<file path="config.mk">
export PLATFORM = sky130hd
export DESIGN_NAME = cpu_clock_mode_control
export DESIGN_NICKNAME = d
export VERILOG_FILES = /design/src/logic/clk_mode_pkg.sv /design/src/logic/cpu_clock_mode_control.sv
export SDC_FILE = /design/constraint.sdc
export NUM_CORES = 1
export LEC_CHECK = 0
export BUFFER_PORTS_ARGS = -buffer_cell sky130_fd_sc_hd__buf_2
export CORE_MARGIN = 1
export CORE_UTILIZATION = 46
export DETAILED_ROUTE_END_ITERATION = 6
export HOLD_SLACK_MARGIN = 0.08
export PLACE_DENSITY = 0.83
export SYNTH_ARGS = -nofsm -noshare
export SYNTH_HDL_FRONTEND = slang
export SYNTH_SLANG_ARGS = --single-unit
export TNS_END_PERCENT = 20
</file>
<file path="constraint.sdc">
create_clock -name sys_clk -period 1.7 [get_ports sys_clk]
set_input_delay 0.425 -clock sys_clk [delete_from_list [all_inputs] [get_ports sys_clk]]
set_output_delay 0.425 -clock sys_clk [all_outputs]
set_load 0.05 [all_outputs]
</file>
<file path="src/logic/clk_mode_pkg.sv">
// clk_mode_pkg: constants, encodings and carrier types for the cpu clock
// mode controller; assumes nothing beyond a SystemVerilog-2012 tool.
package clk_mode_pkg;

  // divide field encodings (two-bit field, div8 overrides)
  localparam logic [1:0] DIV_FIELD_1  = 2'h0;
  localparam logic [1:0] DIV_FIELD_2  = 2'h1;
  localparam logic [1:0] DIV_FIELD_4  = 2'h2;
  localparam logic [1:0] DIV_FIELD_16 = 2'h3;

  // divider ratio codes driven out as a one-hot word
  localparam logic [4:0] RATIO_1  = 5'h01;
  localparam logic [4:0] RATIO_2  = 5'h02;
  localparam logic [4:0] RATIO_4  = 5'h04;
  localparam logic [4:0] RATIO_8  = 5'h08;
  localparam logic [4:0] RATIO_16 = 5'h10;

  // cpu clock source codes
  localparam logic [1:0] SRC_MAIN   = 2'h0;
  localparam logic [1:0] SRC_PLL    = 2'h1;
  localparam logic [1:0] SRC_ONCHIP = 2'h2;
  localparam logic [1:0] SRC_SUB    = 2'h3;

  // reset values of the control bits
  localparam logic RST_DIV8      = 1'h1;
  localparam logic RST_MAIN_STOP = 1'h0;
  localparam logic RST_SUB_EN    = 1'h0;
  localparam logic [1:0] RST_DIV = 2'h0;

  // timing: slowest main oscillator whose stop is guaranteed detected
  localparam int MIN_DETECT_FREQ_KHZ = 2000;
  localparam int SYS_CLK_KHZ         = 10000;
  // sys_clk cycles in one main clock period at the slowest rate (round down)
  localparam int DETECT_WINDOW_CYC   = SYS_CLK_KHZ / MIN_DETECT_FREQ_KHZ;
  // wait this many sys_clk cycles without a main edge before calling stop
  localparam int STOP_TIMEOUT_CYC    = 2 * DETECT_WINDOW_CYC + 1;

  // power states, one-hot
  typedef enum logic [2:0] {
    PWR_RUN  = 3'h1,
    PWR_WAIT = 3'h2,
    PWR_STOP = 3'h4
  } pwr_state_t;

  // one software write request to the clock controls
  typedef struct packed {
    logic       we_div8;
    logic       div8;
    logic       we_main_stop;
    logic       main_stop;
    logic       we_sub_en;
    logic       sub_en;
    logic       we_sys_sel;
    logic       sys_sel;
    logic       we_div;
    logic [1:0] div;
    logic       we_stop;
    logic       we_pll;
    logic       pll_en;
    logic       pll_sel;
    logic       we_onchip;
    logic       onchip;
    logic       we_wait_off;
    logic       wait_off;
    logic       we_det;
    logic       det_en;
    logic       resp_sel;
    logic       we_lock;
    logic       lock;
    logic       guard;
    logic       clr_flag;
  } clk_wr_t;

  // stored control state seen by software
  typedef struct packed {
    logic       div8;
    logic       main_stop;
    logic       sub_en;
    logic       sys_sel;
    logic [1:0] div;
    logic       pll_en;
    logic       pll_sel;
    logic       onchip;
    logic       wait_off;
    logic       det_en;
    logic       resp_sel;
    logic       lock;
    logic       det_flag;
    logic       main_stopped;
  } clk_stat_t;

endpackage : clk_mode_pkg

</file>
<file path="src/logic/cpu_clock_mode_control.sv">
// cpu_clock_mode_control: clock source, divider, low-power and oscillator
// stop detection logic; assumes main_osc_in is a slow level already in the
// sys_clk domain and that software writes arrive as one-cycle strobes.
//
// What this block does
// - spare oscillators may run as peripheral clock
// - pll mode entered and left via high-speed only
// - stop mode exit forces div8 to one
// - setting main stop forces div8 to one
// - sub clock select needs running sub oscillator
// - divider and sub enable change together only when div8 is forced
// - sub enable bit runs or stops sub oscillator
// - div8 wins, else field picks 1/2/4/16
// - system select one picks sub clock
// - main stop bit turns main oscillator off
// - on-chip select, else pll or main path
// - stop bit, wait command, interrupt releases
// - protect bit locks listed clock bits
// - detection enable monitors main stop and restart
// - response select picks reset or interrupt
// - detection guaranteed at two megahertz and up
// - interrupt stop on main moves cpu on-chip
// - stop detection sets flag and stopped status
`timescale 1ns/10ps
`default_nettype none
module cpu_clock_mode_control
  import clk_mode_pkg::*;
#(
  parameter int STOP_TIMEOUT = STOP_TIMEOUT_CYC  // cycles with no main edge
)(
  input  wire logic       sys_clk,
  input  wire logic       rst,
  input  wire clk_wr_t    wr,             // software write strobes
  input  wire logic       wait_cmd,       // wait instruction executed
  input  wire logic       hw_irq,         // hardware interrupt pending
  input  wire logic       main_osc_in,    // sampled main oscillator
  input  wire logic       sub_osc_ok,     // sub oscillator running
  output clk_stat_t       stat,           // stored control state
  output logic [1:0]      cpu_src,        // selected cpu clock source
  output logic [4:0]      cpu_ratio,      // one-hot divider ratio
  output logic            main_osc_en,    // main oscillator enable
  output logic            sub_osc_en,     // sub oscillator enable
  output logic            onchip_osc_en,  // on-chip oscillator enable
  output logic            pll_on,         // pll enable out
  output logic            periph_onchip,  // peripherals run on-chip
  output logic            periph_gate,    // peripheral clock gated
  output logic            cpu_gate,       // cpu clock gated
  output logic            osc_stop_reset, // detection reset request
  output logic            osc_stop_irq    // detection interrupt request
);

  // control bits
  logic       div8_reg;
  logic       main_stop_reg;
  logic       sub_en_reg;
  logic       sys_sel_reg;
  logic [1:0] div_reg;
  logic       pll_en_reg;
  logic       pll_sel_reg;
  logic       onchip_reg;
  logic       wait_off_reg;
  logic       det_en_reg;
  logic       resp_sel_reg;
  logic       lock_reg;
  logic       guard_reg;
  logic       det_flag_reg;
  logic       stopped_reg;
  pwr_state_t pwr_reg;
  logic [15:0] idle_cnt_reg;   // cycles since last main edge
  logic        osc_prev_reg;   // previous main level for edge finding
  logic        rst_out_reg;
  logic        irq_reg;

  logic locked;        // protection active
  logic in_pll;        // currently in pll mode
  logic in_high;       // main path, no pll, no on-chip, no sub
  logic stop_exit;     // stop mode released this cycle
  logic main_edge;     // main oscillator toggled
  logic stop_evt;      // main stop detected
  logic restart_evt;   // main restart detected
  logic pll_req_ok;    // requested pll change is a legal transition
  logic div_ok;        // divider change allowed
  logic sub_ok;        // sub enable change allowed
  logic sys_ok;        // sub clock select allowed

  // lock gates writes only; hardware forcing of div8 and on-chip still acts
  assign locked = lock_reg;
  assign in_pll = pll_en_reg & pll_sel_reg;
  assign in_high = ~pll_sel_reg & ~onchip_reg & ~sys_sel_reg;

  // pll entry only from high-speed, exit only back to it
  assign pll_req_ok = (wr.pll_en & wr.pll_sel) ? in_high :
                      in_pll ? (~onchip_reg & ~sys_sel_reg) : 1'b1;
  // a divider write is refused while the same write changes sub enable
  assign div_ok = ~(wr.we_sub_en & (wr.sub_en != sub_en_reg));
  // only strobed divider fields count as a change; the rest are don't-care
  assign sub_ok = ~((wr.we_div & (wr.div != div_reg)) |
                    (wr.we_div8 & (wr.div8 != div8_reg)));
  // switching to sub clock only with a running sub oscillator; pll mode
  // may only go back to high speed, so the select is refused there
  assign sys_ok = (~wr.sys_sel | (sub_osc_ok & sub_en_reg) | sys_sel_reg) &
                  ~in_pll;

  assign stop_exit = (pwr_reg == PWR_STOP) & hw_irq;
  assign main_edge = main_osc_in ^ osc_prev_reg;
  // stop called after STOP_TIMEOUT quiet cycles; only trustworthy for main
  // clocks of 2 MHz and up, slower crystals may look stopped
  assign stop_evt = det_en_reg & ~stopped_reg &
                    (idle_cnt_reg >= 16'(STOP_TIMEOUT));
  assign restart_evt = det_en_reg & stopped_reg & main_edge;

  // div8 select: written by software, forced on stop exit and main stop
  always_ff @(posedge sys_clk or posedge rst) begin
    if (rst) begin
      div8_reg <= RST_DIV8;
    end else if (stop_exit) begin
      div8_reg <= 1'b1;
    end else if (wr.we_main_stop & ~locked & wr.main_stop) begin
      div8_reg <= 1'b1;
    end else if (wr.we_div8 & div_ok) begin
      div8_reg <= wr.div8;
    end
  end

  // two-bit divide field; outside the protected set, so a locked part can
  // still trim its speed without giving up the source lock
  always_ff @(posedge sys_clk or posedge rst) begin
    if (rst) begin
      div_reg <= RST_DIV;
    end else if (wr.we_div & div_ok) begin
      div_reg <= wr.div;
    end
  end

  // main oscillator stop bit, lockable
  always_ff @(posedge sys_clk or posedge rst) begin
    if (rst) begin
      main_stop_reg <= RST_MAIN_STOP;
    end else if (wr.we_main_stop & ~locked) begin
      main_stop_reg <= wr.main_stop;
    end
  end

  // sub oscillator enable, never locked
  always_ff @(posedge sys_clk or posedge rst) begin
    if (rst) begin
      sub_en_reg <= RST_SUB_EN;
    end else if (wr.we_sub_en & sub_ok) begin
      sub_en_reg <= wr.sub_en;
    end
  end

  // system clock select, lockable and gated by sub oscillator state
  always_ff @(posedge sys_clk or posedge rst) begin
    if (rst) begin
      sys_sel_reg <= 1'b0;
    end else if (wr.we_sys_sel & ~locked & sys_ok) begin
      sys_sel_reg <= wr.sys_sel;
    end
  end

  // pll enable and path select, whole group lockable
  always_ff @(posedge sys_clk or posedge rst) begin
    if (rst) begin
      pll_en_reg  <= 1'b0;
      pll_sel_reg <= 1'b0;
    end else if (wr.we_pll & ~locked & pll_req_ok) begin
      pll_en_reg  <= wr.pll_en;
      pll_sel_reg <= wr.pll_sel;
    end
  end

  // on-chip select: hardware set on stop in interrupt response wins
  // pll mode leaves the select alone; the handler moves it itself
  always_ff @(posedge sys_clk or posedge rst) begin
    if (rst) begin
      onchip_reg <= 1'b0;
    end else if (stop_evt & resp_sel_reg & ~sys_sel_reg & ~in_pll) begin
      onchip_reg <= 1'b1;
    end else if (wr.we_onchip & ~in_pll) begin
      onchip_reg <= wr.onchip;
    end
  end

  // peripheral clock in wait, lockable
  always_ff @(posedge sys_clk or posedge rst) begin
    if (rst) begin
      wait_off_reg <= 1'b0;
    end else if (wr.we_wait_off & ~locked) begin
      wait_off_reg <= wr.wait_off;
    end
  end

  // detection enable lockable; response select is not in the locked set
  always_ff @(posedge sys_clk or posedge rst) begin
    if (rst) begin
      det_en_reg   <= 1'b0;
      resp_sel_reg <= 1'b0;
    end else if (wr.we_det) begin
      if (~locked) begin
        det_en_reg <= wr.det_en;
      end
      resp_sel_reg <= wr.resp_sel;
    end
  end

  // write guard and protect bit; protect only settable with guard open
  always_ff @(posedge sys_clk or posedge rst) begin
    if (rst) begin
      guard_reg <= 1'b0;
      lock_reg  <= 1'b0;
    end else if (wr.we_lock) begin
      guard_reg <= wr.guard;
      if (guard_reg) begin
        lock_reg <= wr.lock;
      end
    end
  end

  // power state: stop by bit, wait by command, interrupt releases
  // both low-power entries are refused in pll mode
  always_ff @(posedge sys_clk or posedge rst) begin
    if (rst) begin
      pwr_reg <= PWR_RUN;
    end else begin
      case (pwr_reg)
        PWR_RUN: begin
          if (wr.we_stop & ~locked & ~in_pll) begin
            pwr_reg <= PWR_STOP;
          end else if (wait_cmd & ~in_pll) begin
            pwr_reg <= PWR_WAIT;
          end
        end
        PWR_WAIT, PWR_STOP: begin
          if (hw_irq) begin
            pwr_reg <= PWR_RUN;
          end
        end
        default: pwr_reg <= PWR_RUN;
      endcase
    end
  end

  // main oscillator watchdog: count cycles since the last edge
  // the count saturates, so a long stop never wraps into a fresh start
  always_ff @(posedge sys_clk or posedge rst) begin
    if (rst) begin
      osc_prev_reg <= 1'b0;
      idle_cnt_reg <= 16'h0000;
    end else begin
      osc_prev_reg <= main_osc_in;
      if (main_edge | ~det_en_reg) begin
        idle_cnt_reg <= 16'h0000;
      end else if (idle_cnt_reg != 16'hFFFF) begin
        idle_cnt_reg <= idle_cnt_reg + 16'h0001;
      end
    end
  end

  // detection and stopped flags; hardware set wins over software clear
  always_ff @(posedge sys_clk or posedge rst) begin
    if (rst) begin
      det_flag_reg <= 1'b0;
      stopped_reg  <= 1'b0;
    end else begin
      if (stop_evt | restart_evt) begin
        det_flag_reg <= 1'b1;
      end else if (wr.clr_flag) begin
        det_flag_reg <= 1'b0;
      end
      if (stop_evt) begin
        stopped_reg <= 1'b1;
      end else if (restart_evt) begin
        stopped_reg <= 1'b0;
      end
    end
  end

  // response: reset or interrupt, interrupt masked while flag stands
  always_ff @(posedge sys_clk or posedge rst) begin
    if (rst) begin
      rst_out_reg <= 1'b0;
      irq_reg     <= 1'b0;
    end else begin
      rst_out_reg <= (stop_evt | restart_evt) & ~resp_sel_reg;
      irq_reg     <= (stop_evt | restart_evt) & resp_sel_reg &
                     ~det_flag_reg;
    end
  end

  // cpu source and divider ratio decode
  always_comb begin
    if (sys_sel_reg) begin
      cpu_src = SRC_SUB;
    end else if (onchip_reg) begin
      cpu_src = SRC_ONCHIP;
    end else if (in_pll) begin
      cpu_src = SRC_PLL;
    end else begin
      cpu_src = SRC_MAIN;
    end
    if (div8_reg) begin
      cpu_ratio = RATIO_8;
    end else begin
      case (div_reg)
        DIV_FIELD_1:  cpu_ratio = RATIO_1;
        DIV_FIELD_2:  cpu_ratio = RATIO_2;
        DIV_FIELD_4:  cpu_ratio = RATIO_4;
        DIV_FIELD_16: cpu_ratio = RATIO_16;
        default:      cpu_ratio = RATIO_1;
      endcase
    end
  end

  // oscillator enables; stop mode halts main and pll
  assign main_osc_en   = ~main_stop_reg & (pwr_reg != PWR_STOP);
  assign sub_osc_en    = sub_en_reg;
  assign onchip_osc_en = onchip_reg | (stopped_reg & resp_sel_reg);
  assign pll_on        = pll_en_reg & (pwr_reg != PWR_STOP);
  // peripherals follow on-chip after a stop in interrupt response, even if cpu stays on sub
  assign periph_onchip = onchip_reg | (stopped_reg & resp_sel_reg);
  assign cpu_gate      = pwr_reg != PWR_RUN;
  assign periph_gate   = (pwr_reg == PWR_STOP) |
                         ((pwr_reg == PWR_WAIT) & wait_off_reg);
  assign osc_stop_reset = rst_out_reg;
  assign osc_stop_irq   = irq_reg;

  // status word
  assign stat = '{div8: div8_reg, main_stop: main_stop_reg,
                  sub_en: sub_en_reg, sys_sel: sys_sel_reg, div: div_reg,
                  pll_en: pll_en_reg, pll_sel: pll_sel_reg,
                  onchip: onchip_reg, wait_off: wait_off_reg,
                  det_en: det_en_reg, resp_sel: resp_sel_reg,
                  lock: lock_reg, det_flag: det_flag_reg,
                  main_stopped: stopped_reg};

endmodule : cpu_clock_mode_control
`default_nettype wire

</file>
==> impl_metrics.env <==
export IMPL_largest_reg_flops=16
export IMPL_cp_arrival_ns=1.92
export IMPL_fin_crit_ns=1.70
export IMPL_status="complete, but fails checks"
export IMPL_drc_errors=0
export IMPL_cap_violations=0
export IMPL_timing_final_max_slew_violations=0
export IMPL_mappedNetlistArea_um2=2120
export IMPL_p_int_w=0.00212
export IMPL_violations="negative setup slack"
export IMPL_timing_rr_start="idle_cnt_reg[3]$_DFFE_PP0P_"
export IMPL_hold_violations=0
export IMPL_vias=2084
export IMPL_crit_start="idle_cnt_reg[3]$_DFFE_PP0P_"
export IMPL_gr_usage_met3=0.0465
export IMPL_wl_per_cell_um=14.4
export IMPL_drive_above_1_share=0.426
export IMPL_critPathMaxFanout=2
export IMPL_met1_usage=0.295
export IMPL_cts_num_sinks=38
export IMPL_ant_nets=0
export IMPL_powerDensity_nw_per_um2=1440
export IMPL_switchingPower_w=0.00197
export IMPL_fin_tns_setup_ns=-0.00302
export IMPL_p_seq_frac=0.321
export IMPL_crit_slowest_cell="or4_4"
export IMPL_met2_usage=0.363
export IMPL_irDropWorstVdd_mv=0.709
export IMPL_place_congestion=0.914
export IMPL_insertion_delay_ns=0.29
export IMPL_cp_data_required_time_ns=1.92
export IMPL_cts_max_path_buffers=2
export IMPL_io_buffers=62
export IMPL_grt_busiest_layer="met2"
export IMPL_stdcell_area_um2=2840
export IMPL_critPathBufInv=0
export IMPL_antenna_found_initial=0
export IMPL_crit_type="flip-flop to flip-flop"
export IMPL_synthesis_instances=228
export IMPL_drtIter0Drc=119
export IMPL_finalCritPeriodShare=1.00
export IMPL_start_kind="flip-flop"
export IMPL_clkSlewWorstSetupHoldPaths_ns=0.08
export IMPL_root_buffer="clkbuf_8"
export IMPL_cts_tree="done"
export IMPL_core_area_um2=4380
export IMPL_drt_total_wl_um=5230
export IMPL_holdCritPathClass="primary input to asynchronous set/reset pin"
export IMPL_slew_headroom=0.684
export IMPL_rsz0062_at_grt="yes"
export IMPL_start_util=0.483
export IMPL_slowest_delay_ns=0.55
export IMPL_viasPerCell=5.73
export IMPL_seq_area_frac_synth=0.450
export IMPL_io_pins=63
export IMPL_placed_cells=346
export IMPL_final_cells=364
export IMPL_first_pass_iters=4
export IMPL_switching_share=0.482
export IMPL_fmax_mhz=587
export IMPL_layout_setup_ws_ns=-0.00302
export IMPL_cts_made_buffers=5
export IMPL_combPwrFrac=0.523
export IMPL_num_rows=24
export IMPL_crit_top_cell="or4_4"
export IMPL_crit_family="simple AND/OR/NAND/NOR gates"
export IMPL_final_common_cell="buf_2"
export IMPL_ys_seq_elements=38
export IMPL_finClkSkew_ns=0.00869
export IMPL_finalPower_w=0.00409
export IMPL_synth_edff_count=0
export IMPL_worst_pin_slew_ns=0.474
export IMPL_yosysWarnings=0
export IMPL_die_h_um=69.8
export IMPL_synth_area_per_cell_um2=9.29
export IMPL_syn_nets=261
export IMPL_yosysUniqueCellTypes=46
export IMPL_dieArea_um2=4880
export IMPL_grt_total_usage=0.220
export IMPL_leakagePower_nw=1.33
export IMPL_pwr_share_clk=0.155
export IMPL_setup_viol=1
export IMPL_grt_pass1_vias=1894
export IMPL_h_tree_depth=2
export IMPL_fin_nets=344
export IMPL_crit_path_end_kind="flip-flop"
export IMPL_grt_pass1_wl_um=8630
export IMPL_diodes=0
export IMPL_synth_top_flop_cell="dfrtp_1"
export IMPL_globalRouteOverflowTotal=0
export IMPL_dpl_hpwl_um=3700
export IMPL_placed_cell_area_um2=2560
export IMPL_grt_max_degree=39
export IMPL_crit_chain="nand3_2 -> or4_4 -> or4_4 -> a21oi_2"
export IMPL_die_w_um=69.8
export IMPL_layout_common_cells="buf_2 (52), dfrtp_1 (33), buf_4 (33)"
export IMPL_areaGrowthSynthToFinish_pct=34.3
export IMPL_async_flop_share=1.00
==> worst register-to-register path, stage by stage (launching register included) <==
cell	delay, ns
dfrtp_1	0.38
nand3_2	0.08
or4_4	0.55
or4_4	0.49
a21oi_2	0.12
==> through the flow <==
step,setup slack (ns),hold slack (ns),utilization
6_report,-0.00302,0.227,0.649
5_1_grt,-0.0654,0.282,0.649
4_1_cts,-0.0186,0.246,0.626
3_5_place_dp,-0.00358,0.469,0.585
3_3_place_gp,0.0546,0.457,0.585
2_1_floorplan,-0.122,0.433,-
==> path summary, 6_finish.rpt <==
path	endpoint	slack [ns]	depth (start not counted)
worst max-delay path	idle_cnt_reg[13]$_DFFE_PP0P_	-0.003	4
worst min-delay path	idle_cnt_reg[2]$_DFFE_PP0P_	0.23	3
worst max register to register	idle_cnt_reg[13]$_DFFE_PP0P_	-0.003	4
worst min register to register	osc_stop_irq$_DFF_PP0_	0.49	1
max in group asynchronous	pwr_reg[2]$_DFFE_PP0P_	1.11	3
min in group sys_clk	osc_prev_reg$_DFF_PP0_	0.29	1
==> final cells by class <==
type                            instances  area [um^2]
Clock buffer                            7         86.3
Inverter                                9         33.8
Clock inverter                          1         5.00
Tap cell                               52         65.1
Fill cell                             358         1540
Multi-Input combinational cell        163         1090
Timing Repair Buffer                   94          602
Sequential cell                        38          957
==> cells in the mapped netlist (3+ instances only) <==
library cell / count / area (um^2)
nor2_1: 14 / 52.6
and3_1: 3 / 18.8
and2_1: 3 / 18.8
nand4_1: 5 / 31.3
buf_4: 15 / 113
inv_1: 9 / 33.8
a21oi_1: 18 / 90.1
nand2_1: 18 / 67.6
a21boi_0: 3 / 22.5
nor4_1: 6 / 37.5
o21ai_0: 10 / 50.1
dfrtp_1: 36 / 901
nand3_1: 11 / 55.1
nor2b_1: 6 / 37.5
nor3_1: 9 / 45.0
mux2_2: 8 / 90.1
nor3b_1: 5 / 37.5
xor2_1: 5 / 43.8
a31oi_1: 5 / 31.3
o211ai_1: 4 / 30.0
==> what timing repair did <==
action / 4_1_cts / 5_1_grt
setup buffers: 6 / 4
gates resized for setup: 17 / 19
endpoints found under the setup margin: 11 / 16
pin swaps: 0 / 5
hold buffers: 0 / 0
==> power groups by stage <==
stage / registers [W] / logic, W / clock network (W)
final: 0.00131 / 0.00214 / 0.000634
after floorplan: 0.00137 / 0.00153 / 0
after CTS: 0.00130 / 0.00201 / 0.000648
after global routing: 0.00134 / 0.00226 / 0.000703
after global placement: 0.00133 / 0.00181 / 0
after detailed placement: 0.00134 / 0.00182 / 0
==> logic make-up (layout without fill, tap and decap cells) <==
family	count (synthesis)	after routing	synth area share
AOI/OAI and AO/OA	52	52	0.154
DFF	38	38	0.450
xor gates and xnor gates	6	6	0.0248
and+or+nand+nor	95	95	0.243
adders and majority gates	1	1	0.00591
buffers and inverters	27	111	0.0751
muxes	9	9	0.0473
==> per-layer routing <==
metal / share of wire / vias up / wire, um
met5: 0 / - / 0
met4: 0.019 / 0 / 99
met3: 0.074 / 11 / 388
met2: 0.48 / 103 / 2520
met1: 0.43 / 984 / 2220
li1: - / 986 / -
Note: power is estimated with default switching activity, not from simulation.
